### src/psr_pkg.sv
package psr_pkg;

	localparam int unsigned ADDR_W   = 13;
	localparam int unsigned HDR_BITS = 16;
	localparam int unsigned FRM_BITS = 24;
	localparam int unsigned CNT_W    = 5;

	localparam logic [ADDR_W-1:0] LOOP1_STATE_AND_REFERENCE = 13'h0082;
	localparam logic [ADDR_W-1:0] HOLDOVER_AVERAGED_CODE    = 13'h0083;
	localparam logic [ADDR_W-1:0] HOLDOVER_CURRENT_CODE     = 13'h0084;
	localparam logic [ADDR_W-1:0] LOOP1_REFERENCE_FLAGS     = 13'h0085;
	localparam logic [ADDR_W-1:0] HOLDOVER_EXIT_PHASE       = 13'h0086;
	localparam logic [ADDR_W-1:0] LOOP1_RESERVED_STATUS     = 13'h0087;
	localparam logic [ADDR_W-1:0] AUTOTUNE_CAPACITOR_BANK   = 13'h008c;
	localparam logic [ADDR_W-1:0] TUNE_ERROR_LOW            = 13'h008d;
	localparam logic [ADDR_W-1:0] TUNE_ERROR_HIGH_AND_FLAGS = 13'h008e;
	localparam logic [ADDR_W-1:0] LOOP2_STATE_MACHINES      = 13'h008f;
	localparam logic [ADDR_W-1:0] LOOP2_RESERVED_STATUS     = 13'h0090;

	localparam int unsigned RD_BIT    = 15;
	localparam int unsigned FLAG_LOS  = 3;
	localparam int unsigned FLAG_FAST = 2;
	localparam int unsigned FLAG_ADC  = 1;
	localparam int unsigned FLAG_RNG  = 0;

	localparam logic [2:0] L1_RESET   = 3'h0;
	localparam logic [2:0] L1_ACQUIRE = 3'h1;
	localparam logic [2:0] L1_LOCKED  = 3'h2;
	localparam logic [2:0] L1_INVALID = 3'h3;
	localparam logic [2:0] L1_HOLD    = 3'h4;
	localparam logic [2:0] L1_EXIT    = 3'h5;

	localparam logic [7:0] BYTE_RST  = 8'h00;
	localparam logic [13:0] ERR_RST  = 14'h0000;
	localparam logic [CNT_W-1:0] CNT_RST = 5'h00;

endpackage

### src/psr_top.sv
`timescale 1ns/1ps
`default_nettype none
module psr_top
(
	input  wire logic        clk_i,
	input  wire logic        reset_n_i,
	input  wire logic        spi_cs_n_i,
	input  wire logic        spi_sclk_i,
	input  wire logic        spi_sdi_i,
	output logic             spi_sdo_o,
	output logic             spi_sdo_oe_o,
	input  wire logic [2:0]  loop1_state_code_i,
	input  wire logic [1:0]  preferred_reference_index_i,
	input  wire logic [1:0]  active_reference_index_i,
	input  wire logic [6:0]  holdover_avg_code_i,
	input  wire logic [6:0]  holdover_cur_code_i,
	input  wire logic        holdover_comparator_i,
	input  wire logic        active_ref_los_i,
	input  wire logic        ref_faster_i,
	input  wire logic        adc_moving_i,
	input  wire logic        adc_out_of_range_i,
	input  wire logic [1:0]  exit_phase_i,
	input  wire logic        autotune_done_i,
	input  wire logic [7:0]  autotune_bank_i,
	input  wire logic [13:0] tune_error_i,
	input  wire logic        tune_error_negative_i,
	input  wire logic        autotune_busy_i,
	input  wire logic [3:0]  autotune_state_code_i,
	input  wire logic [3:0]  sync_carry_state_code_i
);
	import psr_pkg::*;

	logic [2:0]  l1_state_q;
	logic [2:0]  l1_state_d;
	logic [1:0]  pref_q;
	logic [1:0]  pref_d;
	logic [1:0]  act_q;
	logic [1:0]  act_d;
	logic [6:0]  avg_q;
	logic [6:0]  avg_d;
	logic [6:0]  cur_q;
	logic [6:0]  cur_d;
	logic        cmp_q;
	logic        cmp_d;
	logic [3:0]  flags_q;
	logic [3:0]  flags_d;
	logic [1:0]  phase_q;
	logic [1:0]  phase_d;
	logic [7:0]  bank_q;
	logic [7:0]  bank_d;
	logic [13:0] err_q;
	logic [13:0] err_d;
	logic        neg_q;
	logic        neg_d;
	logic        busy_q;
	logic        busy_d;
	logic [3:0]  at_q;
	logic [3:0]  at_d;
	logic [3:0]  sc_q;
	logic [3:0]  sc_d;

	logic             sclk_q;
	logic             sclk_d;
	logic [CNT_W-1:0] cnt_q;
	logic [CNT_W-1:0] cnt_d;
	logic [15:0]      hdr_q;
	logic [15:0]      hdr_d;
	logic             rd_q;
	logic             rd_d;
	logic [7:0]       out_q;
	logic [7:0]       out_d;
	logic             sdo_q;
	logic             sdo_d;
	logic             oe_q;
	logic             oe_d;
	logic             rise;
	logic             fall;
	logic [15:0]      hdr_full;

	function automatic logic [7:0] read_reg(input logic [ADDR_W-1:0] a);
		logic [7:0] r;
		r = BYTE_RST;
		unique case (a)
			LOOP1_STATE_AND_REFERENCE:
				r = {1'b0, pref_q, act_q, l1_state_q};
			HOLDOVER_AVERAGED_CODE:
				r = {1'b0, avg_q};
			HOLDOVER_CURRENT_CODE:
				r = {cmp_q, cur_q};
			LOOP1_REFERENCE_FLAGS:
				r = {4'h0, flags_q};
			HOLDOVER_EXIT_PHASE:
				r = {3'h0, phase_q, 3'h0};
			AUTOTUNE_CAPACITOR_BANK:
				r = bank_q;
			TUNE_ERROR_LOW:
				r = err_q[7:0];
			TUNE_ERROR_HIGH_AND_FLAGS:
				r = {busy_q, neg_q, err_q[13:8]};
			LOOP2_STATE_MACHINES:
				r = {at_q, sc_q};
			default:
				r = BYTE_RST;
		endcase
		return r;
	endfunction

	// Loop-one state and reference selection
	always_comb
	begin
		l1_state_d = loop1_state_code_i;
		pref_d     = preferred_reference_index_i;
		act_d      = active_reference_index_i;
	end

	always_ff @(posedge clk_i)
	begin
		if (!reset_n_i)
		begin
			l1_state_q <= L1_RESET;
			pref_q     <= 2'h0;
			act_q      <= 2'h0;
		end
		else
		begin
			l1_state_q <= l1_state_d;
			pref_q     <= pref_d;
			act_q      <= act_d;
		end
	end

	// Holdover codes, comparator and exit phase
	always_comb
	begin
		avg_d   = holdover_avg_code_i;
		cur_d   = holdover_cur_code_i;
		cmp_d   = holdover_comparator_i;
		phase_d = exit_phase_i;
	end

	always_ff @(posedge clk_i)
	begin
		if (!reset_n_i)
		begin
			avg_q   <= 7'h00;
			cur_q   <= 7'h00;
			cmp_q   <= 1'b0;
			phase_q <= 2'h0;
		end
		else
		begin
			avg_q   <= avg_d;
			cur_q   <= cur_d;
			cmp_q   <= cmp_d;
			phase_q <= phase_d;
		end
	end

	// Reference and converter flags
	always_comb
	begin
		flags_d[FLAG_LOS]  = active_ref_los_i;
		flags_d[FLAG_FAST] = ref_faster_i;
		flags_d[FLAG_ADC]  = adc_moving_i;
		flags_d[FLAG_RNG]  = adc_out_of_range_i;
	end

	always_ff @(posedge clk_i)
	begin
		if (!reset_n_i)
		begin
			flags_q <= 4'h0;
		end
		else
		begin
			flags_q <= flags_d;
		end
	end

	// Capacitor bank, held until autotune completes again
	always_comb
	begin
		bank_d = autotune_done_i ? autotune_bank_i : bank_q;
	end

	always_ff @(posedge clk_i)
	begin
		if (!reset_n_i)
		begin
			bank_q <= BYTE_RST;
		end
		else
		begin
			bank_q <= bank_d;
		end
	end

	// Loop-two tuning error and state codes
	always_comb
	begin
		err_d  = tune_error_i;
		neg_d  = tune_error_negative_i;
		busy_d = autotune_busy_i;
		at_d   = autotune_state_code_i;
		sc_d   = sync_carry_state_code_i;
	end

	always_ff @(posedge clk_i)
	begin
		if (!reset_n_i)
		begin
			err_q  <= ERR_RST;
			neg_q  <= 1'b0;
			busy_q <= 1'b0;
			at_q   <= 4'h0;
			sc_q   <= 4'h0;
		end
		else
		begin
			err_q  <= err_d;
			neg_q  <= neg_d;
			busy_q <= busy_d;
			at_q   <= at_d;
			sc_q   <= sc_d;
		end
	end

	// Serial port: header of read flag, two ignored bits, 13-bit address
	assign rise     = spi_sclk_i & ~sclk_q;
	assign fall     = ~spi_sclk_i & sclk_q;
	assign hdr_full = {hdr_q[14:0], spi_sdi_i};

	always_comb
	begin
		sclk_d = spi_sclk_i;
		cnt_d  = cnt_q;
		hdr_d  = hdr_q;
		rd_d   = rd_q;
		out_d  = out_q;
		sdo_d  = sdo_q;
		oe_d   = oe_q;
		if (spi_cs_n_i)
		begin
			cnt_d = CNT_RST;
			rd_d  = 1'b0;
			sdo_d = 1'b0;
			oe_d  = 1'b0;
		end
		else if (rise)
		begin
			if (cnt_q < CNT_W'(HDR_BITS))
			begin
				hdr_d = hdr_full;
				cnt_d = cnt_q + 5'h01;
				if (cnt_q == CNT_W'(HDR_BITS - 1))
				begin
					rd_d  = hdr_full[RD_BIT];
					out_d = read_reg(hdr_full[ADDR_W-1:0]);
				end
			end
			else if (cnt_q < CNT_W'(FRM_BITS))
			begin
				cnt_d = cnt_q + 5'h01;
			end
		end
		else if (fall)
		begin
			if (rd_q && cnt_q >= CNT_W'(HDR_BITS) &&
				cnt_q < CNT_W'(FRM_BITS))
			begin
				sdo_d = out_q[7];
				out_d = {out_q[6:0], 1'b0};
				oe_d  = 1'b1;
			end
			else
			begin
				sdo_d = 1'b0;
				oe_d  = 1'b0;
			end
		end
	end

	always_ff @(posedge clk_i)
	begin
		if (!reset_n_i)
		begin
			sclk_q <= 1'b0;
			cnt_q  <= CNT_RST;
			hdr_q  <= 16'h0000;
			rd_q   <= 1'b0;
			out_q  <= BYTE_RST;
			sdo_q  <= 1'b0;
			oe_q   <= 1'b0;
		end
		else
		begin
			sclk_q <= sclk_d;
			cnt_q  <= cnt_d;
			hdr_q  <= hdr_d;
			rd_q   <= rd_d;
			out_q  <= out_d;
			sdo_q  <= sdo_d;
			oe_q   <= oe_d;
		end
	end

	assign spi_sdo_o    = sdo_q;
	assign spi_sdo_oe_o = oe_q;

endmodule
`default_nettype wire

### config.mk
export PLATFORM = sky130hd
export DESIGN_NAME = psr_top
export DESIGN_NICKNAME = d
export VERILOG_FILES = /design/src/psr_pkg.sv /design/src/psr_top.sv
export SDC_FILE = /design/constraint.sdc
export NUM_CORES = 1
export LEC_CHECK = 0
export BUFFER_PORTS_ARGS = -buffer_cell sky130_fd_sc_hd__buf_4
export CORE_MARGIN = 2
export CORE_UTILIZATION = 51
export CTS_CLUSTER_DIAMETER = 80
export DETAILED_ROUTE_END_ITERATION = 10
export PLACE_DENSITY = 0.76
export SLEW_MARGIN = 5
export SYNTH_ARGS = -nofsm -noshare
export SYNTH_HDL_FRONTEND = slang
export SYNTH_SLANG_ARGS = --single-unit
export TNS_END_PERCENT = 20
### constraint.sdc
create_clock -name clk_i -period 2.29 [get_ports clk_i]
set_clock_uncertainty 0.2 [all_clocks]
set_input_delay 0.3435 -clock clk_i [delete_from_list [all_inputs] [get_ports clk_i]]
set_output_delay 0.3435 -clock clk_i [all_outputs]
set_load 0.01 [all_outputs]
== Yosys cells after proc, flatten, opt, wreduce, memory -nomap -nowiden ==
Index checks and enable logic that the tools add are counted.
Widths: inputs -> output; s select.
Word-level totals
  input port bits: 66
  logic and storage cells: 65
  bits in registers: 92
  output and inout port bits: 2
Operators by class
  bitwise gates (word level): 7
  $add $sub $neg: 1
  reduce and logical (&&, ||, !) cells: 11
  equal/unequal tests: 12
  muxes and demuxes: 10
  order comparisons: 3
Operators with widths (count)
  $eq 13x8->1 const B: 9
  $pmux 8 s9: 1
  $mux 8: 5
  $lt 5x5->1 const B: 2
  $mux 5: 2
  $reduce_and 3->1: 2
  $reduce_bool 2->1: 3
  $add 5x1->5 const B: 1
  $eq 5x4->1 const B: 1
  $ge 5x5->1 const B: 1
  $not 1->1: 5
  $reduce_and 5->1: 1
  $ne 2x1->1 const B: 2
  $reduce_and 2->1: 2
  $and 1x1->1: 2
  $logic_and 1x1->1: 2
  $mux 1: 2
  $reduce_or 2->1: 1

== Longest topological paths before layout ==
Gate-level depths: netlist of the first run.
  word-level depth: 6
  mapped depth: 8
  mapped depth without buffers: 8

== Worst setup path before layout of the first run ==
OpenSTA, ideal clock, no wires.
  kind: reg-to-reg
  start point: register cnt_q[0]
  end point: register out_q[1]
  library setup time: 0.123 ns
  clock period less this slack: 1.860 ns
  required time: 1.967 ns
  buffers on the path: 1
  arrival: 1.537 ns
  stages on the path, launching flop included: 9
  path slack: 0.430 ns
  cells stage by stage: dfxtp_1 ha_1 and3_1 ha_1 nand3b_1 o22ai_4 buf_6 a41oi_1 o21ai_1
Between the ends
  word-level cells in the longest chain between the ends: 5
  elaborated cells between the ends (all ways): 10
  classes of those cells: order compare: 3; eq/ne: 3; reduce/logical: 4
RTL lines
  start, declared: RTL line psr_top.sv:64  | logic [CNT_W-1:0] cnt_q;
  start signal, assigned: RTL line psr_top.sv:298  | cnt_q <= cnt_d;
  $ge 5x5->1: RTL line psr_top.sv:268  | if (rd_q && cnt_q >= CNT_W'(HDR_BITS) &&
  $logic_and 1x1->1 (2 in series): RTL line psr_top.sv:268
  $reduce_bool 2->1 (no line)
  $reduce_and 5->1 (no line) (*)
  end signal, assigned: RTL line psr_top.sv:301  | out_q <= out_d;
  end, declared: RTL line psr_top.sv:70  | logic [7:0] out_q;
Mark *: on every way between the ends. The rest lies on a longest branch, timed or not.
A chain may end at the register's enable or synchronous reset.

== Worst setup path after layout of the first run ==
  start point: register cnt_q[0]
  end point: register out_q[4]
The elaborated chain is that of the path after synthesis.

==> metrics.cfg, run 1 <==
[detailed_routing]
drc = 0
initialDrtViolationCount = 165
drt_pass1_iterations = 6
ant_nets = 0
viasPerCell = 4.980
vias = 3013
wire_per_inst_microns = 13.63
routed_wl_microns = 8245

[hold_path]
whs_path_depth = 2
min_path_type = primary input to register
hp-start = adc_out_of_range_i
min_to = flags_q[0]

[critical_path]
ff2ff_setup_slack_ns = 0.21
path_class = register to register
r2r-end = out_q[4]
critPathMaxFanout = 7
worstSetupEndpointType = register
crit_required_ns = 2.34
critPathArrivalTime_ns = 2.14
cp-startpoint = cnt_q[0]
timing.rr.start = cnt_q[0]
ff2ff_path_depth = 9
critPathLaunchType = register

[finish]
syn_to_final_growth_pct = 34.69
drive_gt1_frac = 0.2095
fin_util = 0.7024
n_antenna_cell = 0
nNetsFinal = 571

[power_and_ir_drop]
vdd_ir_drop_max_v = 0.0003465
total_power_mw = 3.201
power.density_mw_per_mm2 = 631.6
p_leak_nw = 2.058

[sta]
period_minus_slack_ns = 2.083
setup_viol = 0
maxSlewHeadroom = 0.4640
hold_slack_ns = 0.01161
slew_violations = 0
rsz0062_at_grt = no
tightest_slew_ns = 0.8010
fmax_mhz = 480.0
period_share = 0.9097
tns_ns = 0
finalHoldViolations = 0

[yosys]
yosysSeqAreaShare = 0.4895
synth_xor_area_frac = 0.006984
synthCells = 388
synth_area_leader_cell = dfxtp_1
synthAdderAreaFrac = 0.01330
synthFlopType = dfxtp_1
async_flop_share = 0
synth_top_area_share = 0.4895
synth.area.top_cells = dfxtp_1 (49%), and2_1 (9.3%), nand2_1 (4.3%)
syn-cell-area_sq_mm = 0.003762
yosys.area_share.simple = 0.2384
synth_cell_types = 53
syn_area_per_cell_sq_um = 9.697
synth_edf_count = 0
ys_seq_elements = 92
synth-compound-area-share = 0.1447
synth-warning-count = 0
syn_nets = 458
synth_top_family_by_area = simple AND/OR/NAND/NOR gates
synthMuxAreaShare = 0.05720

[floorplanning]
die_area_sq_mm = 0.008080
rows = 31
ioPinCount = 68
initial_core_util = 0.5215
fp.coreArea_sq_mm = 0.007214
fp.dieH_microns = 89.89
die-width_microns = 89.89

[grt]
grt_pass1_vias = 2894
grt_pass1_wl_microns = 13480
antenna_found_initial = 0
grt_max_degree = 56
grt.total_usage = 0.2097
grt.overflow.total = 0

[placed_design]
io_buffers = 67
gp_congestion = 0.8104
hpwl_microns = 5280

[clock_network]
clkSlewWorstSetupHoldPaths_ns = 0.09
cts_tree = yes
h-tree-depth = 3
cts_buffers = 9
postCtsResizedCells = 0
clkLatencyLatePin_ns = 0.37
clk_path_buf_depth = 2
root_buffer = clkbuf_8
clock_sinks = 92

[flow_run]
cap_violations = 0

[outcome]
status = completed

[cells in the final DEF, fill, tap and decap left out, types with 2 or more instances in the layout]
| master | netlist | routed |
|---|---|---|
| a211oi_1 | 5 | 5 |
| a21boi_0 | 5 | 5 |
| a21boi_1 | 10 | 10 |
| a21oi_1 | 3 | 3 |
| a221oi_1 | 3 | 3 |
| a22oi_1 | 10 | 10 |
| a31oi_1 | 4 | 4 |
| a32o_1 | 3 | 3 |
| a41oi_1 | 4 | 4 |
| and2_1 | 56 | 56 |
| and3_1 | 4 | 4 |
| and4b_1 | 3 | 3 |
| buf_4 | 5 | 77 |
| bufinv_16 | 0 | 2 |
| clkbuf_8 | 0 | 9 |
| dfxtp_1 | 92 | 92 |
| dlygate4sd3_1 | 0 | 52 |
| ha_1 | 4 | 4 |
| inv_1 | 7 | 7 |
| mux2_1 | 2 | 2 |
| mux2_2 | 2 | 2 |
| mux2_4 | 2 | 2 |
| mux2i_1 | 14 | 14 |
| nand2_1 | 43 | 43 |
| nand2b_1 | 3 | 3 |
| nand3_1 | 7 | 7 |
| nand3b_1 | 2 | 2 |
| nand4_1 | 2 | 2 |
| nor2_1 | 17 | 17 |
| nor2b_1 | 11 | 11 |
| nor3b_1 | 3 | 3 |
| o21ai_0 | 3 | 3 |
| o21ai_1 | 11 | 11 |
| o22ai_1 | 3 | 3 |
| o2bb2ai_1 | 3 | 3 |
| xor2_1 | 2 | 2 |
[what timing repair did]
action	in CTS	in global routing
setup endpoints to repair	0	1
endpoints found under the hold margin	52	0
hold buffers	52	0
buffers inserted	0	5
[report_power, final]
part / leakage, nW / switching [mW] / internal, mW
Combinational: 1.19 / 0.118 / 0.200
Sequential: 0.758 / 0.0229 / 1.66
Clock: 0.109 / 0.573 / 0.628
Total: 2.06 / 0.714 / 2.49
[cells in the mapped netlist (all sizes together), types with 5 or more instances]
library cell	count
and2	56
nor2b	11
nor2	17
a22oi	10
buf	15
clkbuf	13
mux2	6
nand3	7
inv	7
nand2	43
o21ai	14
mux2i	14
a21boi	15
dfxtp	92
a211oi	6
and3	5
[metrics by stage]
stage                     setup slack [ns]  instance area, sq um  instances
after floorplan                     0.4300                  3762        388
after global placement              0.1916                  4285        532
after detailed placement            0.1187                  4285        532
after CTS                           0.1267                  5030        600
after global routing               0.08140                  5067        605
final                               0.2067                  5067        605
[worst max-delay path: stages, from the launching register on]
cell and delay [ns]:
dfxtp_1 0.38, ha_1 0.17, and3_1 0.15, ha_1 0.15
nand3b_1 0.17, o22ai_4 0.28, buf_4 0.18, nor2_1 0.05
a41oi_1 0.15, o21ai_1 0.08
[layout make-up]
class,count,area [sq um]
Clock inverter,6,96.34
Inverter,7,26.28
Clock buffer,10,127.6
Fill cell,541,2147
Sequential cell,92,1842
Multi-Input combinational cell,261,1733
Timing Repair Buffer,130,1119
Tap cell,99,123.9
[how the worst max path moves through the flow]
stage                           to  slack, ns  depth (start not counted)
after floorplan           out_q[1]       0.43                          8
after global placement    out_q[7]       0.19                          7
after detailed placement  out_q[7]       0.12                          7
after CTS                 out_q[7]       0.13                          8
after global routing      out_q[2]       0.08                          9
final                     out_q[4]       0.21                          9
[layer usage]
metal / GRT usage / vias up / wire (microns)
li1: - / 1560 / -
met1: 0.2526 / 1372 / 3678
met2: 0.3598 / 72 / 4061
met3: 0.06790 / 9 / 400
met4: 0.06154 / 0 / 105
met5: 0 / - / 0
[state kept, by name, summed over array words and instances, names as in the netlist]
signal,cells
busy_q,1
sc_q,4
out_q,8
cur_q,7
flags_q,4
err_q,14
cnt_q,5
sclk_q,1
neg_q,1
spi_sdo_oe_o,1
phase_q,2
hdr_q,15
l1_state_q,3
at_q,4
avg_q,7
bank_q,8
rd_q,1
spi_sdo_o,1
act_q,2
cmp_q,1
pref_q,2
[kinds of logic (layout without fill, tap and decap cells)]
family	count (synthesis)	after routing
AND/OR/NAND/NOR	161	161
flip-flops	92	92
AO/OA/AOI/OAI	73	73
buffers and inverters	35	153
multiplexers	20	20
adder cells (fa/ha/maj)	4	4
XOR/XNOR	3	3
Power figures use the tool's default switching activity.
==> inputs of run 2 (changes only) <==
- MAX_ROUTING_LAYER: default -> met4
- PLACE_DENSITY: 0.76 -> default
- PLACE_DENSITY_LB_ADDON: default -> 0.25
==> metrics.cfg, run 2 (synthesis results as in run 1) <==
[finish]
final_common_cell = dfxtp_1
n_fill_cell = 566  ; +4.6%
nNetsFinal = 562  ; -1.6%
reg.largest.list = hdr_q (15), err_q (14)
seq_area_sq_mm = 0.001842  ; unchanged
syn_to_final_growth_pct = 32.19
multi_input_area_sq_mm = 0.001733  ; unchanged
fin_util = 0.6894  ; -0.01301
final_cell_mix = dfxtp_1 (92), buf_4 (75), and2_1 (56)
largest_reg_flops = 15  ; unchanged
top_register = hdr_q
final_cells = 596  ; -1.5%
n_antenna_cell = 0  ; unchanged
drive_gt1_frac = 0.2072  ; -0.002243

[flow_run]
cap_violations = 0  ; unchanged

[power_and_ir_drop]
p_leak_nw = 2.010  ; -2.3%
power_frac_comb = 0.097  ; -0.002
swShare = 0.2162  ; -0.006847
pwr-share-seq = 0.527  ; about the same
internal-power_mw = 2.501  ; +0.59%
power.switching_uw = 689.9  ; -3.4%
vdd_ir_drop_max_v = 0.0003504  ; +1.1%
power.density_mw_per_mm2 = 641.7  ; +1.6%
clockPowerShare = 0.376  ; about the same

[clock_network]
postCtsResizedCells = 0  ; unchanged
cts_tree = yes
clk_path_buf_depth = 2  ; unchanged
root_buffer = clkbuf_8
clkLatencyLatePin_ns = 0.36  ; about the same
cts_buffers = 9  ; unchanged
clkSlewWorstSetupHoldPaths_ns = 0.09  ; about the same
post_cts_buffers = 0  ; unchanged
h-tree-depth = 3  ; unchanged
clock_sinks = 92  ; unchanged

[sta]
slew_violations = 0  ; unchanged
tightest_slew_ns = 0.7678  ; -0.03323 ns
finalHoldViolations = 0  ; unchanged
period_minus_slack_ns = 2.113  ; +0.02966 ns
setup_ws_ns = 0.1770  ; -0.02966 ns
rsz0062_at_grt = no
hold_slack_ns = 0.007491  ; -0.004116 ns
fmax_mhz = 473.3  ; -1.4%
setup_viol = 0  ; unchanged
period_share = 0.9227  ; +0.01295
maxSlewHeadroom = 0.4862  ; +0.02224
tns_ns = 0  ; unchanged

[grt]
grt_pass1_wl_microns = 13460  ; -0.20%
grt_pass1_vias = 2963  ; +2.4%
antenna_found_initial = 0  ; unchanged
grt.total_usage = 0.2128  ; +0.003130
grt.overflow.total = 0  ; unchanged
grt_max_degree = 51  ; -8.9%

[detailed_routing]
wire_per_inst_microns = 13.37  ; -1.9%
initialDrtViolationCount = 97  ; -41%
ant_nets = 0  ; unchanged
vias = 2979  ; -1.1%
routed_wl_microns = 7969  ; -3.3%
viasPerCell = 4.998  ; +0.36%
drt_pass1_iterations = 4  ; -2
drc = 0  ; unchanged

[critical_path]
path_class = register to register
critPathArrivalTime_ns = 2.17  ; +0.03 ns
worst_path_largest_cell_delay_ns = 0.39  ; about the same
critPathMaxFanout = 15  ; +8
cp-startpoint = cnt_q[0]
ff2ff_setup_slack_ns = 0.18  ; -0.03 ns
crit_required_ns = 2.35  ; about the same
timing.rr.start = cnt_q[0]
path_buf_inv = 1  ; unchanged
crit_chain = ha_1, and3_1, ha_1, nand3b_1, o22ai_4, inv_1, a221oi_2, nor2_1
critPathLaunchType = register
cp_common_cell = ha_1
cp_top_family = compound AO/OA/AOI/OAI gates
worstSetupEndpointType = register
cpMaxStageDelayCell = o22ai_4

[floorplanning]
ioPinCount = 68  ; unchanged
rows = 31  ; unchanged
fp.dieH_microns = 89.89  ; unchanged
fp.coreArea_sq_mm = 0.007214  ; unchanged
initial_core_util = 0.5215  ; unchanged
die_area_sq_mm = 0.008080  ; unchanged
die-width_microns = 89.89  ; unchanged

[outcome]
status = completed

[placed_design]
post-place-ws_ns = 0.1267  ; +0.007958 ns
dp_cells = 534  ; +0.38%
gp_congestion = 0.8159  ; +0.68%
io_buffers = 67  ; unchanged
hpwl_microns = 5361  ; +1.5%

[hold_path]
min_path_type = primary input to register
hp-start = active_ref_los_i

[run 2: cell count changes in the layout (fill, tap and decap cells not counted), sizes merged]
cell         previous run  this run
inv                     9         8
dlygate4sd3            52        46
clkinvlp                1         2
clkbuf                 10        11
buf                    78        75
clkinv                  1         0
[run 2: final timing paths]
check,cells after the start,endpoint
max,8,out_q[7]
min,2,flags_q[3]
max reg2reg,8,out_q[7]
min reg2reg,2,hdr_q[14]
[run 2: through the flow]
stage          total power, mW  cell area (sq um)
4_1_cts                  3.211               4974
3_5_place_dp             1.967               4288
2_1_floorplan            1.850               3762
3_3_place_gp             1.959               4288
6_report                 3.191               4974
5_1_grt                  3.307               4974
[run 2: area by class of cell]
cell class | count | share of cell area
clock buffers | 11 | 0.02843
inverters | 7 | 0.005283
multi-input cells | 261 | 0.3484
clock inverters | 5 | 0.01686
repair buffers | 121 | 0.2058
well taps | 99 | 0.02491
flip-flops and latches | 92 | 0.3703
[run 2: power groups by stage]
stage / registers, mW / clock network (mW) / logic [mW]
final: 1.68 / 1.20 / 0.311
after detailed placement: 1.72 / 0 / 0.248
after global placement: 1.72 / 0 / 0.242
after floorplan: 1.71 / 0 / 0.139
after CTS: 1.68 / 1.22 / 0.309
after global routing: 1.69 / 1.28 / 0.341
[run 2: worst register-to-register path: stages (launching register included)]
cell	delay, ns
dfxtp_1	0.38
ha_1	0.18
and3_1	0.16
ha_1	0.14
nand3b_1	0.17
o22ai_4	0.39
inv_1	0.12
a221oi_2	0.19
nor2_1	0.07
[run 2: per-layer routing]
| metal | wire length [microns] | track usage | vias up |
|---|---|---|---|
| li1 | - | - | 1542 |
| met1 | 3532 | 0.2513 | 1361 |
| met2 | 4022 | 0.3649 | 64 |
| met3 | 268 | 0.03437 | 12 |
| met4 | 146 | 0.08462 | 0 |
| met5 | 0 | - | - |
[run 2: repair_timing]
item                                    CTS  global route
hold buffers                             46             0
hold endpoints to repair                 46             0
endpoints found under the setup margin    0             1
==> inputs of run 3 (changes only) <==
==> constraint.sdc (replaced) <==
create_clock -name clk_i -period 2.29 [get_ports clk_i]
set_clock_uncertainty 0.2 [all_clocks]
set_input_delay 0.229 -clock clk_i [delete_from_list [all_inputs] [get_ports clk_i]]
set_output_delay 0.229 -clock clk_i [all_outputs]
set_load 0.01 [all_outputs]
==> metrics.cfg, run 3 (synthesis results as in run 1) <==
[detailed_routing]
vias = 3084  ; +3.5%
initialDrtViolationCount = 148  ; +53%
routed_wl_microns = 8553  ; +7.3%
viasPerCell = 5.039  ; +0.82%
drt_pass1_iterations = 4  ; unchanged
wire_per_inst_microns = 13.98  ; +4.5%
ant_nets = 0  ; unchanged
drc = 0  ; unchanged

[placed_design]
gp_congestion = 0.8096  ; -0.77%
post-place-ws_ns = 0.1626  ; +0.03595 ns
hpwl_microns = 5376  ; +0.29%
io_buffers = 67  ; unchanged

[critical_path]
critPathMaxFanout = 12  ; -3
critPathLaunchType = primary input
crit_end = out_q[7]
ff2ff_setup_slack_ns = 0.25  ; +0.07 ns
crit_required_ns = 2.34  ; about the same
r2r-end = out_q[7]
path_class = primary input to register
worstSetupEndpointType = register
cp-startpoint = spi_sclk_i
timing.rr.start = cnt_q[0]
ff2ff_path_depth = 9  ; +1
critPathArrivalTime_ns = 2.18  ; about the same

[floorplanning]
ioPinCount = 68  ; unchanged
die-width_microns = 89.89  ; unchanged
rows = 31  ; unchanged
initial_core_util = 0.5215  ; unchanged
fp.dieH_microns = 89.89  ; unchanged
die_area_sq_mm = 0.008080  ; unchanged
fp.coreArea_sq_mm = 0.007214  ; unchanged

[finish]
n_fill_cell = 537  ; -5.1%
reg.largest.list = hdr_q (15), err_q (14)
syn_to_final_growth_pct = 36.41
drive_gt1_frac = 0.2047  ; -0.002565
nNetsFinal = 578  ; +2.8%
top_register = hdr_q
largest_reg_flops = 15  ; unchanged
final_cell_mix = dfxtp_1 (92), buf_4 (75), dlygate4sd3_1 (61)
n_antenna_cell = 0  ; unchanged
final_common_cell = dfxtp_1

[clock_network]
postCtsResizedCells = 0  ; unchanged
clk_path_buf_depth = 2  ; unchanged
clock_sinks = 92  ; unchanged
clkLatencyLatePin_ns = 0.36  ; about the same
cts_buffers = 9  ; unchanged
root_buffer = clkbuf_8
clkSlewWorstSetupHoldPaths_ns = 0.10  ; about the same
h-tree-depth = 3  ; unchanged
cts_tree = yes

[sta]
period_share = 0.9295  ; +0.006849
slew_violations = 0  ; unchanged
fmax_mhz = 469.8  ; -0.74%
tightest_slew_ns = 0.7455  ; -0.02230 ns
maxSlewHeadroom = 0.5012  ; +0.01492
finalHoldViolations = 0  ; unchanged
period_minus_slack_ns = 2.129  ; +0.01568 ns
tns_ns = 0  ; unchanged
rsz0062_at_grt = no
setup_ws_ns = 0.1613  ; -0.01569 ns
setup_viol = 0  ; unchanged

[grt]
grt_pass1_vias = 3076  ; +3.8%
grt.total_usage = 0.2300  ; +0.01715
grt_pass1_wl_microns = 14420  ; +7.2%
antenna_found_initial = 0  ; unchanged
grt_max_degree = 50  ; -2.0%
grt.overflow.total = 0  ; unchanged

[hold_path]
min_path_type = primary input to register

[power_and_ir_drop]
p_leak_nw = 2.086  ; +3.7%
vdd_ir_drop_max_v = 0.0003946  ; +13%
power.density_mw_per_mm2 = 618.3  ; -3.6%

[outcome]
status = completed

[flow_run]
cap_violations = 0  ; unchanged

[run 3: stage by stage]
step	instances	instance area [sq um]	power, mW	hold slack [ns]	utilization
final	612	5132	3.174	0.02047	0.7114
after CTS	608	5090	3.196	0.009236	0.7055
after detailed placement	531	4265	1.965	0.2400	0.5912
after global routing	612	5132	3.306	0.03764	0.7114
after floorplan	388	3762	1.850	0.1507	-
after global placement	531	4265	1.958	0.2402	0.5912
[run 3: worst max-delay path, stage by stage]
cell and delay (ns):
dlygate4sd3_1 0.54, buf_4 0.14, ha_1 0.25, or3_4 0.41
o22ai_4 0.12, buf_12 0.15, inv_1 0.06, a221oi_2 0.18
nor2_1 0.08
[run 3: cell type report]
| class | count | area, sq um | share of cell area |
|---|---|---|---|
| clock buffer | 10 | 137.6 | 0.02682 |
| inverter | 7 | 26.28 | 0.005119 |
| clock inverter | 6 | 76.32 | 0.01487 |
| sequential | 92 | 1842 | 0.3589 |
| tap | 99 | 123.9 | 0.02413 |
| multi-input combinational | 261 | 1733 | 0.3376 |
| timing repair buffer | 137 | 1194 | 0.2326 |
[run 3: how the worst min path moves through the flow]
| stage | start | endpoint | slack [ns] | cells past startpoint |
|---|---|---|---|---|
| floorplan | spi_sclk_i | sclk_q | 0.15 | 1 |
| global placement | holdover_avg_code_i[1] | avg_q[1] | 0.24 | 2 |
| detailed placement | tune_error_i[4] | err_q[4] | 0.24 | 2 |
| CTS | spi_cs_n_i | hdr_q[11] | 0.009 | 4 |
| global route | spi_cs_n_i | hdr_q[7] | 0.04 | 4 |
| finish | spi_cs_n_i | hdr_q[11] | 0.02 | 4 |
[run 3: report_power, final]
group	internal (mW)	switching, mW
logic	0.209	0.122
registers	1.66	0.0243
clock network	0.558	0.601
total	2.43	0.747
[run 3: what timing repair did]
item / CTS / global route
setup buffers: 0 / 4
endpoints found under the setup margin: 0 / 4
hold buffers: 61 / 0
hold endpoints to repair: 61 / 0
[run 3: routing by layer]
layer / track usage / share of wire
met5: - / 0
met4: 0.1154 / 0.029
met3: 0.03521 / 0.032
met2: 0.3914 / 0.51
met1: 0.2652 / 0.43
